===== src/pkg/crt_pkg.sv =====
// Constants, field layouts and state types of the register transfer control block
package crt_pkg;
  // ----------------------------------------
  // Widths and timing
  // ----------------------------------------
  localparam int unsigned WORD_W = 12;
  localparam int unsigned CLK_MHZ = 200;
  localparam int unsigned TIME_STATE_NS = 300;
  localparam int unsigned TS_CYCLES = (TIME_STATE_NS * CLK_MHZ + 999) / 1000;
  localparam int unsigned TCNT_W = 7;
  localparam logic [TCNT_W-1:0] TCNT_LAST = TCNT_W'(TS_CYCLES - 1);
  localparam logic [TCNT_W-1:0] TCNT_ZERO = 7'h00;
  localparam logic [11:0] WORD_ZERO = 12'h000;
  localparam logic [11:0] JUMP_TO_SUBROUTINE_OP = 12'h800;
  // ----------------------------------------
  // Register word indices
  // ----------------------------------------
  localparam logic [3:0] IDX_CTRL = 4'h0;
  localparam logic [3:0] IDX_LOAD = 4'h1;
  localparam logic [3:0] IDX_ACC = 4'h2;
  localparam logic [3:0] IDX_MQ = 4'h3;
  localparam logic [3:0] IDX_MB = 4'h4;
  localparam logic [3:0] IDX_MA = 4'h5;
  localparam logic [3:0] IDX_PC = 4'h6;
  localparam logic [3:0] IDX_IR = 4'h7;
  localparam logic [3:0] IDX_STATUS = 4'h8;
  // ----------------------------------------
  // Control fields
  // ----------------------------------------
  localparam int unsigned C_GATE_T = 0;
  localparam int unsigned C_GATE_F = 1;
  localparam int unsigned C_ACC_BUS = 2;
  localparam int unsigned C_MQ_BUS = 3;
  localparam int unsigned C_SHL = 4;
  localparam int unsigned C_COPY = 5;
  localparam int unsigned C_OPERATE = 6;
  localparam int unsigned C_IOT = 7;
  localparam int unsigned C_USER = 8;
  localparam int unsigned C_HALT = 9;
  localparam int unsigned C_OSR = 10;
  localparam int unsigned C_LAS = 11;
  localparam int unsigned C_NEXT_LO = 12;
  localparam int unsigned C_IOT_PC = 14;
  localparam int unsigned C_INT_EN = 15;
  localparam int unsigned CTRL_W = 16;
  localparam logic [CTRL_W-1:0] CTRL_RESET = 16'h0030;
  localparam logic [1:0] NEXT_FETCH = 2'h0;
  localparam logic [1:0] NEXT_DEFER = 2'h1;
  localparam logic [1:0] NEXT_EXEC = 2'h2;
  localparam int unsigned LD_W = 5;
  localparam logic [LD_W-1:0] LD_NONE = 5'h00;
  // ----------------------------------------
  // State types
  // ----------------------------------------
  typedef enum logic [3:0] {
    TS_ONE = 4'b0001, TS_TWO = 4'b0010, TS_THREE = 4'b0100, TS_FOUR = 4'b1000
  } crt_time_state_type;
  typedef enum logic [2:0] {
    MS_FETCH = 3'b001, MS_DEFER = 3'b010, MS_EXEC = 3'b100
  } crt_major_state_type;
endpackage : crt_pkg

===== src/hw/crt_core.sv =====
// Register transfer control, timing, front panel and I/O control of the processor
//
// Decided for this implementation: the register offsets and the Avalon-MM slave port.
`timescale 1ns/10ps
// What this block does
// - Adder operand is data bus, its complement or zero, by true/false gates.
// - Zero operand never selected during operate instruction in third time state.
// - Data bus driven from accumulator or multiplier-quotient, each by low enable.
// - MQ mux: shift-left, copy accumulator, or zero when both enables are high or both low.
// - Low next-state and low current-state fetch, defer, execute indications.
// - DMA state asserted whenever state-decode inhibit line is low.
// - Acknowledge raises in-progress, forcing subroutine jump opcode and execute state.
// - User mode blocks halt, I/O pause, switch OR and load from switches.
// - Status selector on status shows interrupt request on the indicator.
// - Distinct load strobe for each major register whenever it is written.
// - Interrupt strobe from bus strobe with pending transfers, else pulse three.
// - Low I/O pause during I/O instructions, also used for own decoding.
// - Low bus strobe loads returned data into accumulator or program counter.
// - Internal I/O line inhibits external I/O pulses.
// - Stop clears run flip-flop; timing then halts at first time state.
// - Continue key starts automatic free-running timing.
// - Address-load key loads switch address into memory address register.
// - Each memory cycle steps four time states with four time pulses.
// - Data bus is 12 bits, active low.
module crt_core (
  input wire logic clock,
  input wire logic nrst,
  input wire logic [3:0] avs_address,
  input wire logic avs_read,
  input wire logic avs_write,
  input wire logic [31:0] avs_writedata,
  output logic [31:0] avs_readdata,
  output logic avs_waitrequest,
  input wire logic [crt_pkg::WORD_W-1:0] data_bus_in_n,
  output logic [crt_pkg::WORD_W-1:0] data_bus_out_n,
  output logic data_bus_oe,
  output logic acc_onto_bus_en_n,
  output logic mulquo_onto_bus_en_n,
  output logic mulquo_shift_left_en_n,
  output logic acc_copy_to_mulquo_en_n,
  input wire logic [crt_pkg::WORD_W-1:0] switch_reg,
  input wire logic state_decode_inhibit_n,
  input wire logic irq_request_n,
  input wire logic bus_strobe_n,
  input wire logic more_transfers_pending_n,
  input wire logic internal_io_n,
  input wire logic xfer_type0_n,
  input wire logic xfer_type1_n,
  input wire logic xfer_type2_n,
  input wire logic stop_n,
  input wire logic cont_key,
  input wire logic addr_load_n,
  input wire logic status_select,
  output logic dma_active,
  output logic irq_acknowledge_active,
  output logic int_bus_ind_n,
  output logic io_pause_n,
  output logic external_io_pulses,
  output logic int_strobe,
  output logic next_fetch_n,
  output logic next_defer_n,
  output logic next_exec_n,
  output logic cur_fetch_n,
  output logic cur_defer_n,
  output logic cur_exec_n,
  output logic [3:0] time_state,
  output logic [3:0] time_pulse,
  output logic run,
  output logic load_acc,
  output logic load_mq,
  output logic load_mb,
  output logic load_ma,
  output logic load_pc
);
  import crt_pkg::*;

  // ----------------------------------------
  // Storage
  // ----------------------------------------
  logic [CTRL_W-1:0] ctrl_reg;
  logic [LD_W-1:0] pend_reg;
  logic [WORD_W-1:0] main_arith_register;
  logic [WORD_W-1:0] multiplier_quotient_reg;
  logic [WORD_W-1:0] memory_buffer_reg;
  logic [WORD_W-1:0] cpu_memory_address_reg;
  logic [WORD_W-1:0] program_counter;
  logic [WORD_W-1:0] instruction_register;
  logic [TCNT_W-1:0] tcnt_reg;
  crt_time_state_type ts_reg;
  crt_major_state_type ms_reg;
  logic run_reg;
  logic int_sync_reg;
  logic ack_reg;
  logic bus_ack_reg;
  logic [31:0] rdata_reg;
  logic [2:0] xfer_type_reg;

  // ----------------------------------------
  // Bus decode
  // ----------------------------------------
  wire req = avs_read | avs_write;
  wire take = req & bus_ack_reg;
  wire wr_ctrl = take & avs_write & (avs_address == IDX_CTRL);
  wire wr_load = take & avs_write & (avs_address == IDX_LOAD);
  assign avs_waitrequest = req & ~bus_ack_reg;
  assign avs_readdata = rdata_reg;

  // ----------------------------------------
  // Timing generator
  // ----------------------------------------
  wire ts_end = (tcnt_reg == TCNT_LAST);
  // Holding in the first state keeps every halt on a clean cycle boundary
  wire ts_hold = (ts_reg == TS_ONE) & ~run_reg;
  wire tp_any = ts_end & ~ts_hold;
  wire tp1 = tp_any & (ts_reg == TS_ONE);
  wire tp2 = tp_any & (ts_reg == TS_TWO);
  wire tp3 = tp_any & (ts_reg == TS_THREE);
  wire tp4 = tp_any & (ts_reg == TS_FOUR);
  assign time_state = ts_reg;
  assign time_pulse = {tp4, tp3, tp2, tp1};
  assign run = run_reg;

  crt_time_state_type ts_next;
  always_comb begin
    ts_next = ts_reg;
    if (tp_any) begin
      case (ts_reg)
        TS_ONE: ts_next = TS_TWO;
        TS_TWO: ts_next = TS_THREE;
        TS_THREE: ts_next = TS_FOUR;
        default: ts_next = TS_ONE;
      endcase
    end
  end

  wire user_mode = ctrl_reg[C_USER];
  wire halt_ok = ctrl_reg[C_HALT] & ~user_mode;
  wire run_next = ~stop_n ? 1'b0 :
    (cont_key ? 1'b1 : (halt_ok ? 1'b0 : run_reg));

  // ----------------------------------------
  // Operand gating and multiplexers
  // ----------------------------------------
  wire [WORD_W-1:0] data_val = ~data_bus_in_n;
  wire gate_t = ctrl_reg[C_GATE_T];
  wire gate_f = ctrl_reg[C_GATE_F];
  wire op_ts3 = ctrl_reg[C_OPERATE] & (ts_reg == TS_THREE);
  // Zero request in the forbidden slot falls back to the plain bus value
  wire sel_zero = gate_t & gate_f & ~op_ts3;
  wire sel_compl = ~gate_t & gate_f;
  wire [WORD_W-1:0] operand = sel_zero ? WORD_ZERO :
    (sel_compl ? ~data_val : data_val);
  wire [WORD_W-1:0] adder_out = main_arith_register + operand;

  assign acc_onto_bus_en_n = ~ctrl_reg[C_ACC_BUS];
  assign mulquo_onto_bus_en_n = ~ctrl_reg[C_MQ_BUS];
  assign data_bus_oe = ~acc_onto_bus_en_n | ~mulquo_onto_bus_en_n;
  assign data_bus_out_n = ~acc_onto_bus_en_n ? ~main_arith_register :
    (~mulquo_onto_bus_en_n ? ~multiplier_quotient_reg : {WORD_W{1'b1}});

  assign mulquo_shift_left_en_n = ~ctrl_reg[C_SHL];
  assign acc_copy_to_mulquo_en_n = ~ctrl_reg[C_COPY];
  wire mq_shl = ~mulquo_shift_left_en_n & acc_copy_to_mulquo_en_n;
  wire mq_copy = mulquo_shift_left_en_n & ~acc_copy_to_mulquo_en_n;
  wire [WORD_W-1:0] mq_mux = mq_shl ? {multiplier_quotient_reg[WORD_W-2:0], 1'b0} :
    (mq_copy ? main_arith_register : WORD_ZERO);

  // ----------------------------------------
  // I/O transfer control
  // ----------------------------------------
  assign io_pause_n = ~(ctrl_reg[C_IOT] & ~user_mode & run_reg);
  assign external_io_pulses = ~io_pause_n & tp3 & internal_io_n;
  wire strobe_load = ~io_pause_n & ~bus_strobe_n;
  assign int_strobe = ~more_transfers_pending_n ? ~bus_strobe_n : tp3;
  assign int_bus_ind_n = ~(status_select & ~irq_request_n);
  assign dma_active = ~state_decode_inhibit_n;
  assign irq_acknowledge_active = ack_reg;
  wire las_ok = ctrl_reg[C_LAS] & ~user_mode & tp3;
  wire osr_ok = ctrl_reg[C_OSR] & ~user_mode & tp3;
  wire ack_set = tp4 & int_sync_reg & ctrl_reg[C_INT_EN] & state_decode_inhibit_n;

  // ----------------------------------------
  // Load strobes
  // ----------------------------------------
  wire iot_to_pc = ctrl_reg[C_IOT_PC];
  assign load_acc = (pend_reg[0] & tp3) | (strobe_load & ~iot_to_pc) | las_ok | osr_ok;
  assign load_mq = pend_reg[1] & tp3;
  assign load_mb = pend_reg[2] & tp2;
  assign load_ma = (pend_reg[3] & tp1) | ~addr_load_n;
  assign load_pc = (pend_reg[4] & tp3) | (strobe_load & iot_to_pc);
  wire [LD_W-1:0] fired = {load_pc, load_ma, load_mb, load_mq, load_acc};
  wire [LD_W-1:0] ld_wr = wr_load ? avs_writedata[LD_W-1:0] : LD_NONE;
  // A request written in its firing cycle stays pending for the next pulse
  wire [LD_W-1:0] pend_next = (pend_reg & ~fired) | ld_wr;

  wire [WORD_W-1:0] acc_next = strobe_load ? data_val :
    (las_ok ? switch_reg : (osr_ok ? (main_arith_register | switch_reg) : adder_out));
  wire [WORD_W-1:0] ma_next = ~addr_load_n ? switch_reg : adder_out;
  wire [WORD_W-1:0] pc_next = strobe_load ? data_val : adder_out;

  // ----------------------------------------
  // Major state
  // ----------------------------------------
  wire [1:0] next_code = ctrl_reg[C_NEXT_LO +: 2];
  crt_major_state_type ms_pick;
  always_comb begin
    case (next_code)
      NEXT_DEFER: ms_pick = MS_DEFER;
      NEXT_EXEC: ms_pick = MS_EXEC;
      default: ms_pick = MS_FETCH;
    endcase
    if (ack_reg) begin
      ms_pick = MS_EXEC;
    end
  end
  wire inhibit = ~state_decode_inhibit_n;
  assign next_fetch_n = inhibit | (ms_pick != MS_FETCH);
  assign next_defer_n = inhibit | (ms_pick != MS_DEFER);
  assign next_exec_n = inhibit | (ms_pick != MS_EXEC);
  assign cur_fetch_n = inhibit | (ms_reg != MS_FETCH);
  assign cur_defer_n = inhibit | (ms_reg != MS_DEFER);
  assign cur_exec_n = inhibit | (ms_reg != MS_EXEC);
  // Forced jump waits out a DMA window too, the option owns the cycle
  wire ir_load = (ack_reg | (tp2 & (ms_reg == MS_FETCH))) & ~inhibit;
  wire [WORD_W-1:0] ir_next = ack_reg ? JUMP_TO_SUBROUTINE_OP : memory_buffer_reg;

  // ----------------------------------------
  // Readback
  // ----------------------------------------
  wire [31:0] status_word = {11'h000, xfer_type_reg, int_sync_reg, ack_reg, dma_active,
    run_reg, ms_reg, ts_reg, tcnt_reg};
  wire [31:0] rd_next = (avs_address == IDX_CTRL) ? {16'h0000, ctrl_reg} :
    (avs_address == IDX_LOAD) ? {27'h0000000, pend_reg} :
    (avs_address == IDX_ACC) ? {20'h00000, main_arith_register} :
    (avs_address == IDX_MQ) ? {20'h00000, multiplier_quotient_reg} :
    (avs_address == IDX_MB) ? {20'h00000, memory_buffer_reg} :
    (avs_address == IDX_MA) ? {20'h00000, cpu_memory_address_reg} :
    (avs_address == IDX_PC) ? {20'h00000, program_counter} :
    (avs_address == IDX_IR) ? {20'h00000, instruction_register} :
    (avs_address == IDX_STATUS) ? status_word : 32'h00000000;

  // ----------------------------------------
  // Flip-flops
  // ----------------------------------------
  always_ff @(posedge clock or negedge nrst) begin
    if (!nrst) begin
      bus_ack_reg <= 1'b0;
      rdata_reg <= 32'h00000000;
      ctrl_reg <= CTRL_RESET;
      pend_reg <= LD_NONE;
    end else begin
      bus_ack_reg <= req & ~bus_ack_reg;
      rdata_reg <= (avs_read & ~bus_ack_reg) ? rd_next : rdata_reg;
      ctrl_reg <= wr_ctrl ? avs_writedata[CTRL_W-1:0] : ctrl_reg;
      pend_reg <= pend_next;
    end
  end

  always_ff @(posedge clock or negedge nrst) begin
    if (!nrst) begin
      tcnt_reg <= TCNT_ZERO;
      ts_reg <= TS_ONE;
      run_reg <= 1'b0;
    end else begin
      tcnt_reg <= (ts_hold | ts_end) ? TCNT_ZERO : tcnt_reg + 7'h01;
      ts_reg <= ts_next;
      run_reg <= run_next;
    end
  end

  always_ff @(posedge clock or negedge nrst) begin
    if (!nrst) begin
      int_sync_reg <= 1'b0;
      ack_reg <= 1'b0;
      ms_reg <= MS_FETCH;
      xfer_type_reg <= 3'h0;
    end else begin
      int_sync_reg <= int_strobe ? ~irq_request_n : int_sync_reg;
      ack_reg <= ack_set | (ack_reg & ~tp4);
      ms_reg <= (tp4 & ~inhibit) ? ms_pick : ms_reg;
      xfer_type_reg <= ~io_pause_n ? ~{xfer_type2_n, xfer_type1_n, xfer_type0_n} : xfer_type_reg;
    end
  end

  always_ff @(posedge clock or negedge nrst) begin
    if (!nrst) begin
      main_arith_register <= WORD_ZERO;
      multiplier_quotient_reg <= WORD_ZERO;
      memory_buffer_reg <= WORD_ZERO;
      cpu_memory_address_reg <= WORD_ZERO;
      program_counter <= WORD_ZERO;
      instruction_register <= WORD_ZERO;
    end else begin
      main_arith_register <= load_acc ? acc_next : main_arith_register;
      multiplier_quotient_reg <= load_mq ? mq_mux : multiplier_quotient_reg;
      memory_buffer_reg <= load_mb ? adder_out : memory_buffer_reg;
      cpu_memory_address_reg <= load_ma ? ma_next : cpu_memory_address_reg;
      program_counter <= load_pc ? pc_next : program_counter;
      instruction_register <= ir_load ? ir_next : instruction_register;
    end
  end
endmodule : crt_core


===== config.mk =====
export PLATFORM = sky130hd
export DESIGN_NAME = crt_core
export DESIGN_NICKNAME = d
export VERILOG_FILES = /design/src/pkg/crt_pkg.sv /design/src/hw/crt_core.sv
export SDC_FILE = /design/constraint.sdc
export NUM_CORES = 1
export LEC_CHECK = 0
export BUFFER_PORTS_ARGS = -buffer_cell sky130_fd_sc_hd__buf_2
export CORE_MARGIN = 2
export CORE_UTILIZATION = 25
export CTS_CLUSTER_SIZE = 8
export DETAILED_ROUTE_END_ITERATION = 6
export PLACE_DENSITY = 0.47
export SETUP_SLACK_MARGIN = 0.02
export SKIP_CTS_REPAIR_TIMING = 1
export SYNTH_ARGS = -nofsm -noshare
export SYNTH_HDL_FRONTEND = slang
export SYNTH_SLANG_ARGS = --single-unit
export TNS_END_PERCENT = 20

===== constraint.sdc =====
create_clock -name clock -period 4.2 [get_ports clock]
set_input_delay 0.63 -clock clock [delete_from_list [all_inputs] [get_ports clock]]
set_output_delay 0.63 -clock clock [all_outputs]
set_load 0.1 [all_outputs]

# == Word-level counts from Yosys, hierarchy flattened ==
# Cells that the tools add are included.
# classes
addsub,2
n_eq_ne,23
mux,30
bitwise,86
n_reduce_logical,1
# ops
operator,count
2-to-1 mux 21 bit,9
2-to-1 mux 12 bit,12
inverter 12 bit,4
bitwise AND 1 bit,43
"== test 4 x 3 -> 1 bit, second input constant",5
inverter 1 bit,18
OR 1 bit,16
adder 12 bit,1
"== test 4 x 2 -> 1 bit, second input constant",3
OR 12 bit,1
one-hot mux 4 bit (3 select lines),1
"!= test 3 x 1 -> 1 bit, second input constant",3
"== test 4 x 1 -> 1 bit, second input constant",2
"== test 4 bit, second input constant",2
"adder 7 x 1 -> 7 bit, second input constant",1
"== test 7 x 6 -> 1 bit, second input constant",1
2-to-1 mux 7 bit,1
"!= test 3 x 2 -> 1 bit, second input constant",2
"!= test 3 bit, second input constant",2
one-hot mux 3 bit (2 select lines),1
bitwise AND 5 bit,1
2-to-1 mux 5 bit,1
inverter 5 bit,1
OR 5 bit,1
other kinds (7),10
# totals
reg_bits,146
input_bits,76
output_inout_bits,76
word_cells,159

# == Depth between registers and ports, before layout ==
# depth
word_depth,12
ltp_mapped,13
ltp_nobuf,11

# == Least setup slack after synthesis ==
# OpenSTA, ideal clock, no wires.
# synth_path
path_type,register to output
start,register run_reg (netlist: run)
end,output external_io_pulses
arrival_ns,4.473
required_ns,3.570
setup_slack_ns,-0.903
path_stages_with_launch,3
path_buffers,0
path_cell_list,dfrtp_1 > nand3b_1 > nor3_1
# synth_between
elab_chain_cells,7
elab_cells_between_ends,8
cone_classes,bitwise (8)
# synth_rtl
item,line,source
"start, declared",crt_core.sv:91,logic run_reg;
"start signal, assigned",crt_core.sv:267,run_reg <= run_next;
inverter 1 bit,crt_core.sv:113,wire ts_hold = (ts_reg == TS_ONE) & ~run_reg;
bitwise AND 1 bit,crt_core.sv:113,
inverter 1 bit,crt_core.sv:114,wire tp_any = ts_end & ~ts_hold;
bitwise AND 1 bit,crt_core.sv:114,
bitwise AND 1 bit,crt_core.sv:117,wire tp3 = tp_any & (ts_reg == TS_THREE);
bitwise AND 1 bit (*) (2 in a row),crt_core.sv:172,assign external_io_pulses = ~io_pause_n & tp3 & internal_io_n;
"end, declared",crt_core.sv:58,"output logic external_io_pulses,"
# Every way passes the cells marked *; elsewhere a longest branch is shown, timed or not.

# == Final worst setup path ==
# layout_path
start,register ts_reg[3] (netlist: time_state[3])
end,register cpu_memory_address_reg[10]
# layout_between
elab_chain_cells,7
elab_cells_between_ends,14
cone_classes,add/sub (1); eq/ne (2); mux (2); bitwise (9)
# layout_rtl
item,line,source
"start, declared",crt_core.sv:89,crt_time_state_type ts_reg;
"start signal, assigned",crt_core.sv:266,ts_reg <= ts_next;
== test 4 x 3 -> 1 bit / == test 4 x 1 -> 1 bit (equally long branches),"crt_core.sv:147, crt_core.sv:113, crt_core.sv:115",
bitwise AND 1 bit (on tied branches),"crt_core.sv:147, crt_core.sv:113",
inverter 1 bit (on tied branches),"crt_core.sv:149, crt_core.sv:114",
bitwise AND 1 bit (on tied branches),"crt_core.sv:149, crt_core.sv:114",
2-to-1 mux 12 bit / bitwise AND 1 bit (equally long branches),"crt_core.sv:151, crt_core.sv:115",
adder 12 bit / bitwise AND 1 bit (equally long branches),"crt_core.sv:153, crt_core.sv:189",
2-to-1 mux 12 bit / OR 1 bit (equally long branches),"crt_core.sv:198, crt_core.sv:189",
"end signal, assigned",crt_core.sv:297,cpu_memory_address_reg <= load_ma ? ma_next : cpu_memory_address_reg;
"end, declared",crt_core.sv:85,logic [WORD_W-1:0] cpu_memory_address_reg;
# Parallel ways exist; a longest one is shown, timed or not.
# A chain may end at the register's enable or synchronous reset.

==> summary.txt <==
Finish
  – Share of cells above drive strength 1: 22.86%
  – Nets: 1106
  – Largest register FFs: 21
  – Area Overhead vs Synth: 18.85%
  – # diodes: 0
  – Util after Layout: 30.27%
  – Fin cells: 1430

Critical path
  – CP max stage delay: 540 ps
  – Crit path buffers/inverters: 1
  – Family with the most delay on the worst path: compound AO/OA/AOI/OAI gates
  – Start point of the critical path: time_state[3]
  – Worst EP required: 4500 ps
  – Critical Path Sink Type: register
  – R2R Path End: cpu_memory_address_reg[10]
  – Crit Reg-Reg Startpoint: time_state[3]
  – CP Class: reg2reg
  – CP Depth: 11
  – Worst setup path endpoint: cpu_memory_address_reg[10]
  – Crit path max fanout: 10
  – Crit path DAT: 3790 ps
  – CP max stage cell: dfrtp_1
  – Worst r2r path cells: 11
  – Reg2reg setup slack: 710 ps
  – CP cell instances: nor4b_4, a21oi_1, buf_4, nor2_1, ha_1, a211oi_1, o21bai_1, o41ai_1, nand2_1, xnor2_1, o21ai_0
  – Startpoint Class: register

Global routing
  – GRT overflow: 0
  – Vias in the first global route: 7246
  – Pin count of the biggest net entering global routing: 78
  – Initial antenna violation count: 0
  – Gr usage total: 18.56%
  – First-pass GRT wire length: 46.66 mm

Timing
  – Headroom to the max-slew limit: 21.84%
  – Min Clock Period, post-route: 3493 ps
  – Final TNS setup: 0 ps
  – Final Hold Viols: 0
  – Final setup violation count: 0
  – Worst Tran Pin Value: 1163 ps
  – Maximum clock rate: 286.3 MHz
  – Clock Skew: 12.64 ps
  – Slew Viols, Final: 0
  – RSZ-0062 raised after global routing: no
  – Fin crit share: 83.16%
  – Fin worst setup slack: 707.4 ps

Clocking
  – Clk_lat worst skew: 430 ps
  – Clock Tree Buf Depth: 2
  – CTS buffer count: 17
  – H-tree depth: 4
  – CTS tree: built
  – Clock sink count: 135
  – Reg clk slew, reported paths: 70 ps
  – Clock Tree Root: clkbuf_16

Logic synthesis
  – Cells after synthesis: 914
  – Dominant cells by area after synthesis: dfrtp_1, o21ai_0, a21oi_1, nand2_1, mux2_2
  – Post-synthesis sequential area ratio: 41.88%
  – EDFF count, synth: 0
  – Yosys top cell area share: 40.58%
  – Async SR Flop Fraction: 100.0%
  – Synth unique cells: 71
  – Syn Area/Cell: 8.838 um2
  – Syn. warnings: 0
  – Yosys top cell by area: dfrtp_1
  – Most used flip-flop cell after synthesis: dfrtp_1
  – Synth Cell Area: 8078 um2
  – Synthesized flop and latch total: 135

Power
  – Clock share of power: 31.5%
  – P_leak: 4.334 nW
  – Sw Share: 43.23%
  – Worst ir drop on vdd: 0.0002177 V
  – NetSw: 0.001984 W
  – Comb pwr share: 34.1%
  – Reg power frac: 34.4%
  – Pwr/cell area: 477.9 nW/um2
  – Internal: 0.002605 W
  – Tot Pwr: 0.004588 W

Detailed routing
  – Vias/cell: 5.199
  – DRT Wirelength: 30.65 mm
  – Drt drc: 0
  – Wirelength per Cell: 21.44 um
  – 1st-iter DRT viols: 464
  – Via Count: 7434
  – Detailed Routing Iterations Pass 1: 5
  – Post-DRT Antenna Nets: 0

Die
  – Core area: 31720 um2
  – Die Wd: 183.8 um
  – Starting density of the core: 25.47%
  – Die Footprint: 33760 um2
  – Die Y: 183.8 um
  – Row count: 65
  – Io pins: 152

Run
  – # Max-Cap Violations: 0

Placement
  – IO Port Bufs: 124
  – Routability cong.: 0.8857
  – Post-Place Worst Slack: 693.9 ps
  – # placed instances: 1398
  – Hpwl dp: 23.29 mm

Run status
  – Status: finished, final reports clean

Worst hold path
  – Hold WC Path Type: in2async
cells in the mapped netlist (all sizes together) (5+ instances only):
cell / instances
nor2: 82
inv: 36
xor2: 16
nand3: 22
a221oi: 10
o22ai: 7
o21ai: 98
and3: 13
mux2i: 7
a22o: 15
nor2b: 10
a31oi: 10
nand2: 103
mux2: 31
clkbuf: 42
a21oi: 78
buf: 34
o221ai: 6
a22oi: 20
o211ai: 8
xnor2: 12
o311ai: 12
nand2b: 14
ha: 14
and2: 5
dfrtp: 131
nor3: 7
a2bb2oi: 5
through the flow:
step	instance area, um2	hold WS [ps]
floorplan	8120	334.4
global placement	9041	449.5
detailed placement	9041	457.1
CTS	9600	268.9
global route	9600	300.5
finish	9600	220.3
metal layers:
layer | part of all wire, % | up-vias | wire [um] | track usage [%]
met5 | 0 | - | 0 | 0
met2 | 47 | 220 | 14310 | 29.49
met3 | 4.4 | 48 | 1363 | 2.694
li1 | - | 3463 | - | -
met4 | 2.7 | 0 | 822 | 6.848
met1 | 46 | 3703 | 14160 | 25.59
cells in the final DEF (no fill, tap or decap), drive strengths merged, types with 7 or more instances in the layout:
cell    count
nand2     103
o211ai      8
nand2b     14
a22o       15
o22ai       7
conb       11
mux2       31
a31oi      10
xor2       16
ha         14
clkbuf     17
and3       13
dfrtp     131
nor2b      10
mux2i       7
xnor2      12
o21ai      98
inv        44
nand3      22
o311ai     12
nor2       82
a22oi      20
nor3        7
buf       148
a21oi      78
a221oi     10
kinds of logic (layout without fill, tap and decap cells):
logic type | Yosys count | count (layout) | synth area share (%)
compound gates | 305 | 305 | 23.90
xor+xnor | 28 | 28 | 3.036
buf+inv | 112 | 216 | 6.552
flops | 135 | 135 | 41.88
simple gates | 280 | 280 | 16.98
mux | 38 | 38 | 5.189
other cells | 1 | 11 | 0.04642
fa+ha+maj | 15 | 15 | 2.416
worst register-to-register path: stages, from the launching register on:
cell	delay, ps
dfrtp_1	540
nor4b_4	480
a21oi_1	170
buf_4	210
nor2_1	130
ha_1	320
a211oi_1	280
o21bai_1	150
o41ai_1	540
nand2_1	130
xnor2_1	280
o21ai_0	140
power by group through the flow:
stage / Clock [W] / Combinational (W) / Sequential [W]
finish: 0.00145 / 0.00156 / 0.00158
global placement: 0 / 0.00155 / 0.00160
detailed placement: 0 / 0.00155 / 0.00160
global route: 0.00153 / 0.00168 / 0.00159
floorplan: 0 / 0.000994 / 0.00173
CTS: 0.00147 / 0.00156 / 0.00158
final cells by class:
class,instances,area [um2]
fillers,3424,22120
clock buffers,17,425.4
clock inverters,15,133.9
multi-input cells,677,4208
well taps,402,503.0
flip-flops and latches,135,3383
repair buffers,148,807.0
inverters,36,140.1
worst min-delay path by stage:
stage | to | slack, ps | cells after the start | from
floorplan | avs_readdata[0] | 330 | 0 | nrst
global placement | avs_readdata[19] | 450 | 2 | avs_readdata[19]
detailed placement | avs_readdata[19] | 460 | 2 | avs_readdata[19]
CTS | program_counter[11] | 270 | 1 | nrst
global route | program_counter[11] | 300 | 1 | nrst
finish | program_counter[11] | 220 | 1 | nrst
(Power assumes the default switching activity.)
